<file path="config.mk">
export PLATFORM = sky130hd
export DESIGN_NAME = channel_service_scheduler
export DESIGN_NICKNAME = d
export VERILOG_FILES = /design/src/hw/sched_pkg.sv /design/src/hw/channel_service_scheduler.sv
export SDC_FILE = /design/constraint.sdc
export NUM_CORES = 1
export LEC_CHECK = 0
export ABC_AREA = 1
export BUFFER_PORTS_ARGS = -buffer_cell sky130_fd_sc_hd__buf_2
export CAP_MARGIN = 10
export CORE_MARGIN = 2
export CORE_UTILIZATION = 56
export CTS_BUF_LIST = sky130_fd_sc_hd__clkbuf_8 sky130_fd_sc_hd__clkbuf_16
export DETAILED_ROUTE_END_ITERATION = 16
export MAX_ROUTING_LAYER = met4
export PLACE_DENSITY_LB_ADDON = 0.05
export SYNTH_ARGS = -nofsm -noshare
export SYNTH_HDL_FRONTEND = slang
export SYNTH_SLANG_ARGS = --single-unit
export TNS_END_PERCENT = 30
</file>
<file path="constraint.sdc">
create_clock -name clk_i -period 4 [get_ports clk_i]
set_clock_uncertainty 0.15 [all_clocks]
set_input_delay 1 -clock clk_i [delete_from_list [all_inputs] [get_ports clk_i]]
set_output_delay 1 -clock clk_i [all_outputs]
set_load 0.03 [all_outputs]
</file>
<file path="src/hw/sched_pkg.sv">
/*
  Shared constants and types for the channel service scheduler.
  Assumes a single 20 MHz clock and a synchronous active-high reset.
*/
package sched_pkg;
  localparam int CLK_PERIOD_NS   = 50;
  localparam int NUM_CHANNELS    = 16;
  localparam int CHAN_W          = 4;
  localparam int CNT_W           = 8;
  localparam int TRANSITION_CLKS = 10;
  localparam int NOP_CLKS        = 4;
  localparam int PWM_HIGH_CLKS   = 24;
  localparam int PWM_LOW_CLKS    = 2;
  localparam int PERIOD_PULSE_ACCUMULATE_FUNCTION_CLKS       = 44;
  localparam int DIO_CLKS        = 10;
  localparam int PWM_RAM_ACC     = 4;
  localparam int PERIOD_PULSE_ACCUMULATE_FUNCTION_RAM_ACC    = 9;
  localparam int DIO_RAM_ACC     = 4;
  localparam int STALL_MAX_CLKS  = 2;
  localparam int SLOT_COUNT      = 7;
  localparam logic [2:0] SLOT_RESET = 3'h0;

  typedef enum logic [1:0] {PRI_LOW, PRI_MID, PRI_HIGH, PRI_OFF} prio_type;
  typedef enum logic [1:0] {FN_PWM, FN_PERIOD_PULSE_ACCUMULATE_FUNCTION, FN_DIO, FN_NONE} func_type;

  typedef struct packed {
    logic                active;
    logic [CHAN_W-1:0]   channel;
    prio_type            level;
    func_type            func;
    logic                pwm_high;
  } grant_type;

  // slot pattern H M H L H M H
  function automatic prio_type slot_level(input logic [2:0] s);
    prio_type p;
    p = PRI_HIGH;
    if (s == 3'h1 || s == 3'h5) p = PRI_MID;
    else if (s == 3'h3) p = PRI_LOW;
    return p;
  endfunction

  function automatic logic [CNT_W-1:0] service_clks(input func_type f,
                                                     input logic hi);
    logic [CNT_W-1:0] c;
    c = CNT_W'(DIO_CLKS);
    if (f == FN_PWM) c = hi ? CNT_W'(PWM_HIGH_CLKS) : CNT_W'(PWM_LOW_CLKS);
    else if (f == FN_PERIOD_PULSE_ACCUMULATE_FUNCTION) c = CNT_W'(PERIOD_PULSE_ACCUMULATE_FUNCTION_CLKS);
    return c;
  endfunction

  function automatic logic [3:0] ram_accesses(input func_type f,
                                              input logic hi);
    logic [3:0] a;
    a = 4'(DIO_RAM_ACC);
    if (f == FN_PWM) a = hi ? 4'(PWM_RAM_ACC) : 4'h1;
    else if (f == FN_PERIOD_PULSE_ACCUMULATE_FUNCTION) a = 4'(PERIOD_PULSE_ACCUMULATE_FUNCTION_RAM_ACC);
    return a;
  endfunction
endpackage

</file>
<file path="src/hw/channel_service_scheduler.sv">
/*
  Channel service scheduler: grants a shared microengine to timer
  channels by a seven-slot priority pattern and times each service.
  Assumes request and host inputs are synchronous to clk_i except the
  channel request pulses, which are synchronised here.
*/
`timescale 1ns/1ps
module channel_service_scheduler
  import sched_pkg::*;
#(
  parameter int NCH = NUM_CHANNELS
) (
  input  wire logic                          clk_i,
  input  wire logic                          rst_i,
  input  wire logic [NCH-1:0]                request_i,
  input  wire logic [NCH-1:0]                pwm_edge_i,
  input  wire logic [NCH-1:0]                pwm_level_i,
  input  wire sched_pkg::prio_type [NCH-1:0] level_i,
  input  wire sched_pkg::func_type [NCH-1:0] func_i,
  input  wire logic                          host_ram_req_i,
  output logic                               host_ram_grant_o,
  output logic                               engine_ram_o,
  output logic                               stall_o,
  output sched_pkg::grant_type               grant_o,
  output logic                               nop_o,
  output logic                               transition_o,
  output logic [NCH-1:0]                     service_request_latch_o,
  output logic [NCH-1:0]                     service_grant_latch_o
);
  import sched_pkg::*;

  typedef enum logic [2:0] {ST_IDLE, ST_SERVICE, ST_NOP, ST_TRANS}
    state_type;

  state_type        state;
  logic [2:0]       slot;
  logic [CNT_W-1:0] cnt;
  logic [3:0]       ram_left;
  logic [NCH-1:0]   req_s1, req_s2, edge_s1, edge_s2, lvl_s1, lvl_s2;
  logic [NCH-1:0]   service_request_latch, service_grant_latch;
  logic             host_busy;
  logic [1:0]       stall_cnt;
  grant_type        cur;
  logic             clear_group;
  logic             pausing;
  logic             transiting;

  function automatic logic [NCH-1:0] level_mask(input prio_type p);
    logic [NCH-1:0] m;
    m = '0;
    for (int i = 0; i < NCH; i++) m[i] = (level_i[i] == p);
    return m;
  endfunction

  function automatic logic [CHAN_W:0] first_set(input logic [NCH-1:0] v);
    logic [CHAN_W:0] r;
    r = '0;
    for (int i = NCH - 1; i >= 0; i--)
      if (v[i]) r = {1'b1, CHAN_W'(i)};
    return r;
  endfunction

  // eligible: request set, grant clear
  wire logic [NCH-1:0] eligible = service_request_latch & ~service_grant_latch;
  wire prio_type       slot_pri = slot_level(slot);
  wire logic [NCH-1:0] at_slot  = eligible & level_mask(slot_pri);
  wire logic [NCH-1:0] at_high  = eligible & level_mask(PRI_HIGH);
  wire logic [NCH-1:0] at_mid   = eligible & level_mask(PRI_MID);
  wire logic [NCH-1:0] at_low   = eligible & level_mask(PRI_LOW);
  wire logic [CHAN_W:0] pick_slot = first_set(at_slot);
  wire logic [CHAN_W:0] pick_pass = (|at_high) ? first_set(at_high) :
                                    (|at_mid)  ? first_set(at_mid)  :
                                                 first_set(at_low);
  wire logic [CHAN_W:0] pick = pick_slot[CHAN_W] ? pick_slot : pick_pass;
  wire logic [CHAN_W-1:0] pick_ch = pick[CHAN_W-1:0];
  wire logic [NCH-1:0] cur_grp   = level_mask(cur.level);
  wire logic           group_idle = ~|(eligible & cur_grp);
  // pwm request at each output edge, whatever level it ended
  wire logic [NCH-1:0] ask = req_s2 | edge_s2;

  // engine wants RAM while accesses remain in its service state
  wire logic eng_want = (state == ST_SERVICE) && (ram_left != 4'h0);
  // host wins only if the engine is not already on the RAM, and never
  // straight after its own hold, so an engine stall stays bounded
  wire logic host_win = host_ram_req_i && !engine_ram_o
                        && !host_ram_grant_o;
  wire logic eng_stall = eng_want && (host_busy || host_win);
  wire logic service_done = (state == ST_SERVICE) && (cnt <= 8'h1)
                            && !eng_stall;

  always_ff @(posedge clk_i) begin
    if (rst_i) begin
      req_s1 <= '0;
      req_s2 <= '0;
      edge_s1 <= '0;
      edge_s2 <= '0;
      lvl_s1 <= '0;
      lvl_s2 <= '0;
    end else begin
      req_s1 <= request_i;
      req_s2 <= req_s1;
      edge_s1 <= pwm_edge_i;
      edge_s2 <= edge_s1;
      lvl_s1 <= pwm_level_i;
      lvl_s2 <= lvl_s1;
    end
  end

  always_ff @(posedge clk_i) begin
    if (rst_i) begin
      service_request_latch <= '0;
      service_grant_latch <= '0;
    end else begin
      // new requests win over the grant-time clear
      service_request_latch <= (service_request_latch & ~((state == ST_IDLE && pick[CHAN_W]) ?
              (NCH'(1) << pick_ch) : '0)) | ask;
      if (clear_group) service_grant_latch <= service_grant_latch & ~cur_grp;
      else if (state == ST_IDLE && pick[CHAN_W])
        service_grant_latch <= service_grant_latch | (NCH'(1) << pick_ch);
    end
  end

  // host holds RAM for at most the stall bound
  always_ff @(posedge clk_i) begin
    if (rst_i) begin
      host_busy <= 1'b0;
      stall_cnt <= 2'h0;
      host_ram_grant_o <= 1'b0;
      engine_ram_o <= 1'b0;
      stall_o <= 1'b0;
    end else begin
      // the winning cycle counts toward the stall bound
      if (host_busy)
        host_busy <= stall_cnt < 2'(STALL_MAX_CLKS - 2);
      else
        host_busy <= host_win;
      stall_cnt <= host_busy ? stall_cnt + 2'h1 : 2'h0;
      host_ram_grant_o <= host_win || host_busy;
      engine_ram_o <= eng_want && !eng_stall;
      stall_o <= eng_stall;
    end
  end

  always_ff @(posedge clk_i) begin
    if (rst_i) begin
      state <= ST_IDLE;
      slot <= SLOT_RESET;
      cnt <= '0;
      ram_left <= '0;
      cur <= '0;
      clear_group <= 1'b0;
      pausing <= 1'b0;
      transiting <= 1'b0;
    end else begin
      clear_group <= 1'b0;
      case (state)
        ST_IDLE: begin
          if (pick[CHAN_W]) begin
            state <= ST_SERVICE;
            cur.active <= 1'b1;
            cur.channel <= pick_ch;
            cur.level <= level_i[pick_ch];
            cur.func <= func_i[pick_ch];
            cur.pwm_high <= lvl_s2[pick_ch];
            // stalls extend the state, clocks exclude them
            cnt <= service_clks(func_i[pick_ch],
                                lvl_s2[pick_ch]);
            ram_left <= ram_accesses(func_i[pick_ch], lvl_s2[pick_ch]);
          end
        end
        ST_SERVICE: begin
          if (!eng_stall) begin
            cnt <= cnt - 8'h1;
            if (eng_want) ram_left <= ram_left - 4'h1;
          end
          if (service_done) begin
            cur.active <= 1'b0;
            if (group_idle) begin
              state <= ST_NOP;
              pausing <= 1'b1;
              clear_group <= 1'b1;
              cnt <= CNT_W'(NOP_CLKS);
            end else begin
              state <= ST_TRANS;
              transiting <= 1'b1;
              cnt <= CNT_W'(TRANSITION_CLKS);
            end
          end
        end
        ST_NOP: begin
          cnt <= cnt - 8'h1;
          if (cnt == 8'h1) begin
            state <= ST_TRANS;
            pausing <= 1'b0;
            transiting <= 1'b1;
            cnt <= CNT_W'(TRANSITION_CLKS);
          end
        end
        default: begin
          cnt <= cnt - 8'h1;
          if (cnt == 8'h1) begin
            state <= ST_IDLE;
            transiting <= 1'b0;
            slot <= (slot == 3'(SLOT_COUNT - 1)) ? 3'h0 : slot + 3'h1;
          end
        end
      endcase
    end
  end

  assign grant_o = cur;
  // gap flags kept in their own flops so the outputs carry no decode
  assign nop_o = pausing;
  assign transition_o = transiting;
  assign service_request_latch_o = service_request_latch;
  assign service_grant_latch_o = service_grant_latch;
endmodule

</file>
=== After elaboration in Yosys (flattened, before gate mapping) ===
Cells that the tools add are included.

* Register bits: 165
* Input port bits: 115
* Output and inout bits: 47
* Word-level logic and storage cells: 297

* $add $sub $neg: 4
* Order comparisons: 3
* Eq/ne operators: 80
* Shift operators: 1
* Mux-type cells: 114
* Bitwise gates (word level): 19
* Reductions and logical operators: 51

{| class="wikitable"
|+ Operators with widths
! cell !! number
|-
| two-way mux 5 bit || 68
|-
| bitwise AND 16 bit || 8
|-
| equality test 2 bit || 32
|-
| two-way mux 16 bit || 3
|-
| inverter 16 bit || 3
|-
| bitwise OR 16 bit || 3
|-
| OR reduction 16 bit || 3
|-
| equality test 2 x 1 -> 1 bit (second input constant) || 17
|-
| logical NOT 2 bit || 17
|-
| equality test 2 bit (second input constant) || 16
|-
| two-way mux 8 bit || 4
|-
| two-way mux 4 bit || 6
|-
| case mux 8 bit (3 select lines) || 1
|-
| two-way mux 3 bit || 6
|-
| binary-select mux 2 bit (select 4 bit) || 2
|-
| << shifter 1 x 4 -> 16 bit (first input constant) || 1
|-
| inequality test 2 bit (second input constant) || 7
|-
| two-way mux 6 bit || 2
|-
| AND reduction 4 bit || 3
|-
| two-way mux 1 bit || 11
|-
| two-way mux 10 bit || 1
|-
| case mux 3 bit (3 select lines) || 1
|-
| equality test 8 x 1 -> 1 bit (second input constant) || 1
|-
| <= comparator 8 x 1 -> 1 bit (second input constant) || 1
|-
| other kinds (28) || 55
|}

=== Logic depth before layout (Yosys ltp) ===
* Depth in word-level cells: 29
* Depth in mapped cells: 38
* Depth with buffers taken out: 38

=== Worst setup path before layout ===
OpenSTA, ideal clock, no wires.

* Path type: input port to flip-flop
* Start point: input level_i[28] (netlist bit)
* End point: register cur (netlist bit grant_o[4])
* Library setup time: 117 ps
* Arrival: 3,252 ps
* Slack: 481 ps
* Cell stages on the path: 17
* Buffers on the path: 2
* Path through: buf_2 nor2_1 a21oi_1 inv_1 nor2_1 inv_1 nor4_2 nand2_1 inv_1 nand2_1 a221oi_4 inv_2 buf_2 a2111oi_2 o22ai_1 nor2_1 nor2_1

* Cells in the longest elaborated chain, start to end: 22
* Elaborated cells on any way between the ends: 76

{| class="wikitable"
|+ RTL lines
! what !! line !! source
|-
| from (decl) || channel_service_scheduler.sv:18 || <nowiki>input wire sched_pkg::prio_type [NCH-1:0] level_i,</nowiki>
|-
| equality test 2 x 1 -> 1 bit / logical NOT 2 bit (equally long branches) || channel_service_scheduler.sv:51 || <nowiki>for (int i = 0; i < NCH; i++) m[i] = (level_i[i] == p);</nowiki>
|-
| bitwise AND 16 bit (on tied branches) || channel_service_scheduler.sv:68, channel_service_scheduler.sv:69 ||
|-
| two-way mux 5 bit (15 in a row) || channel_service_scheduler.sv:59 || <nowiki>if (v[i]) r = {1'b1, CHAN_W'(i)};</nowiki>
|-
| two-way mux 5 bit || channel_service_scheduler.sv:72 || <nowiki>(|at_mid) ? first_set(at_mid) :</nowiki>
|-
| two-way mux 5 bit || channel_service_scheduler.sv:71 || <nowiki>wire logic [CHAN_W:0] pick_pass = (|at_high) ? first_set(at_high) :</nowiki>
|-
| two-way mux 5 bit (*) || channel_service_scheduler.sv:74 || <nowiki>wire logic [CHAN_W:0] pick = pick_slot[CHAN_W] ? pick_slot : pick_pass;</nowiki>
|-
| binary-select mux 2 bit (select 4 bit) || channel_service_scheduler.sv:162 || <nowiki>cur.level <= level_i[pick_ch];</nowiki>
|-
| two-way mux 2 bit (not written as such) || channel_service_scheduler.sv:162 ||
|-
| to (decl) || channel_service_scheduler.sv:43 || <nowiki>grant_type cur;</nowiki>
|}

Every way passes the cells marked *; elsewhere a longest branch is shown, timed or not. The select of a mux whose other input is x is not followed.
A chain may end at the register's enable or synchronous reset.

=== Worst setup path after layout ===
* Start point: input level_i[29] (netlist bit)
* End point: register ram_left[2]

* Cells in the longest elaborated chain, start to end: 27
* Elaborated cells on any way between the ends: 86

{| class="wikitable"
|+ RTL lines
! what !! line !! source
|-
| equality test 2 x 1 -> 1 bit / logical NOT 2 bit (equally long branches) || channel_service_scheduler.sv:51 ||
|-
| bitwise AND 16 bit (on tied branches) || channel_service_scheduler.sv:68, channel_service_scheduler.sv:69 ||
|-
| two-way mux 5 bit (15 in a row) || channel_service_scheduler.sv:59 ||
|-
| two-way mux 5 bit || channel_service_scheduler.sv:72 ||
|-
| two-way mux 5 bit || channel_service_scheduler.sv:71 ||
|-
| two-way mux 5 bit (*) || channel_service_scheduler.sv:74 ||
|-
| binary-select mux 2 bit (select 4 bit) || channel_service_scheduler.sv:168 || <nowiki>ram_left <= ram_accesses(func_i[pick_ch], lvl_s2[pick_ch]);</nowiki>
|-
| two-way mux 2 bit (not written as such) || channel_service_scheduler.sv:168 ||
|-
| equality test 2 x 1 -> 1 bit || sched_pkg.sv:57 || <nowiki>else if (f == FN_PERIOD_PULSE_ACCUMULATE_FUNCTION) a = 4'(PERIOD_PULSE_ACCUMULATE_FUNCTION_RAM_ACC);</nowiki>
|-
| two-way mux 4 bit || sched_pkg.sv:57 ||
|-
| two-way mux 4 bit || sched_pkg.sv:56 || <nowiki>if (f == FN_PWM) a = hi ? 4'(PWM_RAM_ACC) : 4'h1;</nowiki>
|-
| two-way mux 4 bit || channel_service_scheduler.sv:158 || <nowiki>if (pick[CHAN_W]) begin</nowiki>
|-
| case mux 4 bit (2 select lines) || channel_service_scheduler.sv:156 || <nowiki>case (state)</nowiki>
|-
| to (signal assigned) || channel_service_scheduler.sv:168 ||
|-
| to (signal assigned) || channel_service_scheduler.sv:174 || <nowiki>if (eng_want) ram_left <= ram_left - 4'h1;</nowiki>
|-
| to (decl) || channel_service_scheduler.sv:38 || <nowiki>logic [3:0] ram_left;</nowiki>
|}

Marks and branches as above.

==> impl_results.md <==
* Slew at the pin closest to its max-slew limit at around 0.90 ns
* YS warnings at 0
* Final antenna-violating net count at 0
* Number of antenna violations at the first check in global routing at 0
* Core Box Area at 15,700 um^2
* FF-to-FF path depth at 21
* Root Buffer: clkbuf_16
* Static leakage at 5.44 nW
* Fin. Hold Viols at 0
* Startpoint types: primary input
* Post-Syn Nets at between 1,000 and 1,500
* Status: finished, final reports clean
* Final Worst Setup Slack at 0.201 ns
* Largest net degree at the start of global routing at 81
* Crit-path slowest cell: a221oi_4
* WL/cell at about 15 um
* Via count at ~9,000
* Peak supply drop at 0.000447 V
* Via-per-instance ratio at 5.08
* # diodes at 0
* # nets final at 1,660
* Slew headroom at about 40%
* Distinct cells, synth at 51
* IO Pins at 162
* Critical Path Max Stage Delay at roughly 0.32 ns
* Fin util at around two thirds
* Max_cap viols at 0
* Ys async rst share at 0%
* First drt pass iteration count at 5
* Cells after Synth at 1,350
* Starting density of the core at a little under three fifths
* Die Y-Extent at 130 um
* Sinks on Clock Net at 162
* Share of layout cells above drive strength 1 at between 10% and 20%
* Fmax achieved at approximately 0.26 GHz
* Min-delay src: edge_s1[6]
* # fillers at about 1,400
* Dpl ws at -0.0829 ns
* Primary FF master, synth: dfxtp_1
* Grt ovf at 0
* CTS tree: built
* Fin area at between 10,000 and 15,000 um^2
* Final WL at roughly 26 mm
* Worst Hold Endpoint: edge_s2[6]
* Initial DRC Count at approximately 770
* Number of global-route vias before repair at 8,025
* Die Wd at between 100 and 150 um
* Clock latency at the later pin of the worst-skew pair at around 0.43 ns
* Clock-pin slew on the worst setup and hold paths at 0.07 ns
* Gp weighted congestion at between 0.9 and 1
* RSZ-0062 raised after global routing: yes
* Worst path cell trace: buf_2 -> inv_1 -> nand3_1 -> o21ai_0 -> nor2_1 -> nand2_1 -> nor2_1 -> nand2_1 -> o31ai_1 -> nand2_1 -> a221oi_4 -> buf_4 -> nand2_1 -> clkinv_1 -> nand3_1 -> nand3_1 -> nand2_2 -> buf_4 -> o21ai_2 -> nand3_1 -> a21oi_1
* Worst Path Max Fanout at 8
* Post-synth EDFFs at 0
* Slew Limit Fails at 0
* CTS Hold Buffers Added at 0
* Cell Pwr Density at around 620 nW/um^2
* Final HPWL DP at 20.1 mm
* Seq/Total Area, Yosys at between 30 and 40%
* H-Tree Level Count at 4
* TritonCTS buffer count at 17
* Setup CP Type: primary input to flip-flop
* Critical path capture point type: flip-flop
* Synthesized area at a little under 9000 um^2
* Die area at about 17,000 um^2
* Reg-to-Reg Start: service_request_latch_o[14]
* Longest Clk Path Bufs at 2
* GRT Util Overall at between 30% and 40%
* Reg2reg end: ram_left[2]
* P&R area growth vs syn at 20.6%
* Seq cells post-synth at roughly 160
* Worst EP arrival at about 4.0 ns
* Avg Inst Size Synth at 6.59 um^2
* Final period util at around 95%
* Final min period at between 3 and 4 ns
* Hold Crit Depth at 2
* Worst hold path type: flip-flop to flip-flop
* Rows at 46
* First-pass GRT wire length at approximately 40 mm
* Port-buffer cells at 161
* Cell Area, Placed at between 10,000 and 15,000 um^2
* DRC Markers at 0
* Setup TNS at 0 ns
* Req. time, crit path at approximately 4.2 ns
* Final setup violation count at 0
* R2R setup slack at between 0.3 and 0.4 ns
power breakdown:
part	switching, mW	leakage (nW)	total (mW)	internal (mW)
clock network	0.723	0.293	1.61	0.890
registers	0.183	1.34	2.00	1.82
logic	1.99	3.81	3.05	1.05
total	2.90	5.44	6.66	3.76
stage by stage:
step	total power [mW]	cells	hold slack, ns
2_1_floorplan	4.04	1350	0.238
3_3_place_gp	4.96	1732	0.239
3_5_place_dp	4.99	1732	0.242
4_1_cts	6.61	1764	0.251
5_1_grt	7.07	1765	0.268
6_report	6.66	1765	0.249
layout by cell type, fill, tap and decap left out, types with 3 or more instances in the layout:
cell type,n
a211oi_1,10
a21oi_1,65
a31oi_1,4
buf_2,160
buf_4,51
clkbuf_16,17
dfxtp_1,162
ha_1,9
inv_1,241
inv_2,8
inv_6,4
inv_8,5
nand2_1,285
nand2_2,5
nand2_4,5
nand3_1,58
nand3b_1,3
nand4_1,10
nor2_1,202
nor2_2,5
nor3_1,64
nor3_2,3
o211ai_1,8
o21ai_0,47
o21ai_1,6
o22ai_1,14
o31ai_1,4
xnor2_1,35
xor2_1,24
xor2_2,3
worst max-delay path by stage:
| stage | startpoint | depth (start not counted) | to |
|---|---|---|---|
| 5_1_grt | slot[0] | 37 | cnt[3] |
| 2_1_floorplan | level_i[28] | 17 | grant_o[4] |
| 6_report | level_i[29] | 21 | ram_left[2] |
| 3_5_place_dp | level_i[29] | 21 | ram_left[2] |
| 3_3_place_gp | level_i[29] | 17 | grant_o[3] |
| 4_1_cts | slot[0] | 24 | grant_o[3] |
flip-flops by register name, indices dropped and copies added, names as in the netlist, 2 cells and up:
signal and flops:
slot 3, state 2, grant_o 10, edge_s1 16, lvl_s1 16, req_s2 16
lvl_s2 16, ram_left 4, cnt 8, req_s1 16, service_grant_latch_o 16, edge_s2 16
service_request_latch_o 16
critical path, delay by kind of cell:
family / cells / cell delay, ns
AO/OA/AOI/OAI: 5 / 1.06
AND/OR/NAND/NOR: 11 / 1.29
buffers and inverters: 5 / 0.63
cells in the mapped netlist (10+ instances only):
library cell / n / area share [%]
nor3_1: 64 / 3.6
o21ai_0: 47 / 2.6
clkbuf_1: 25 / 1.1
o22ai_1: 14 / 0.98
dfxtp_1: 162 / 36
nor2_1: 202 / 8.5
nand2_1: 285 / 12
nand3_1: 58 / 3.3
nand4_1: 10 / 0.70
inv_1: 240 / 10
xnor2_1: 35 / 3.4
xor2_1: 24 / 2.4
a21oi_1: 65 / 3.7
a211oi_1: 10 / 0.84
cell type report:
cell class              instances  area, um^2  share of cell area (%)
clock buffers                  17         425                    3.97
clock inverters                15         166                    1.55
inverters                     249         935                    8.71
multi-input cells             895        4510                    42.0
flip-flops and latches        162        3240                    30.2
well taps                     216         270                    2.52
repair buffers                211        1180                    11.0
timing repair:
item                                    4_1_cts  5_1_grt
endpoints found under the setup margin        0        5
gates resized for setup                       0        4
buffers inserted                              0        1
kinds of logic (layout without fill, tap and decap cells):
logic type	Yosys count	in the layout	share of synthesized area, %
and+or+nand+nor	652	652	31.2
buffers and inverters	293	492	13.2
AOI/OAI and AO/OA	172	172	11.5
DFF	162	162	36.5
xor gates and xnor gates	62	62	6.36
adders and majority gates	9	9	1.27
layer usage:
layer,global-route usage (%),up-vias,wire length [um]
li1,-,4570,-
met1,40.8,4044,11600
met2,51.9,320,12300
met3,3.81,38,1430
met4,9.87,0,601
met5,-,-,0
No activity file was read; power rests on OpenSTA's default activity.
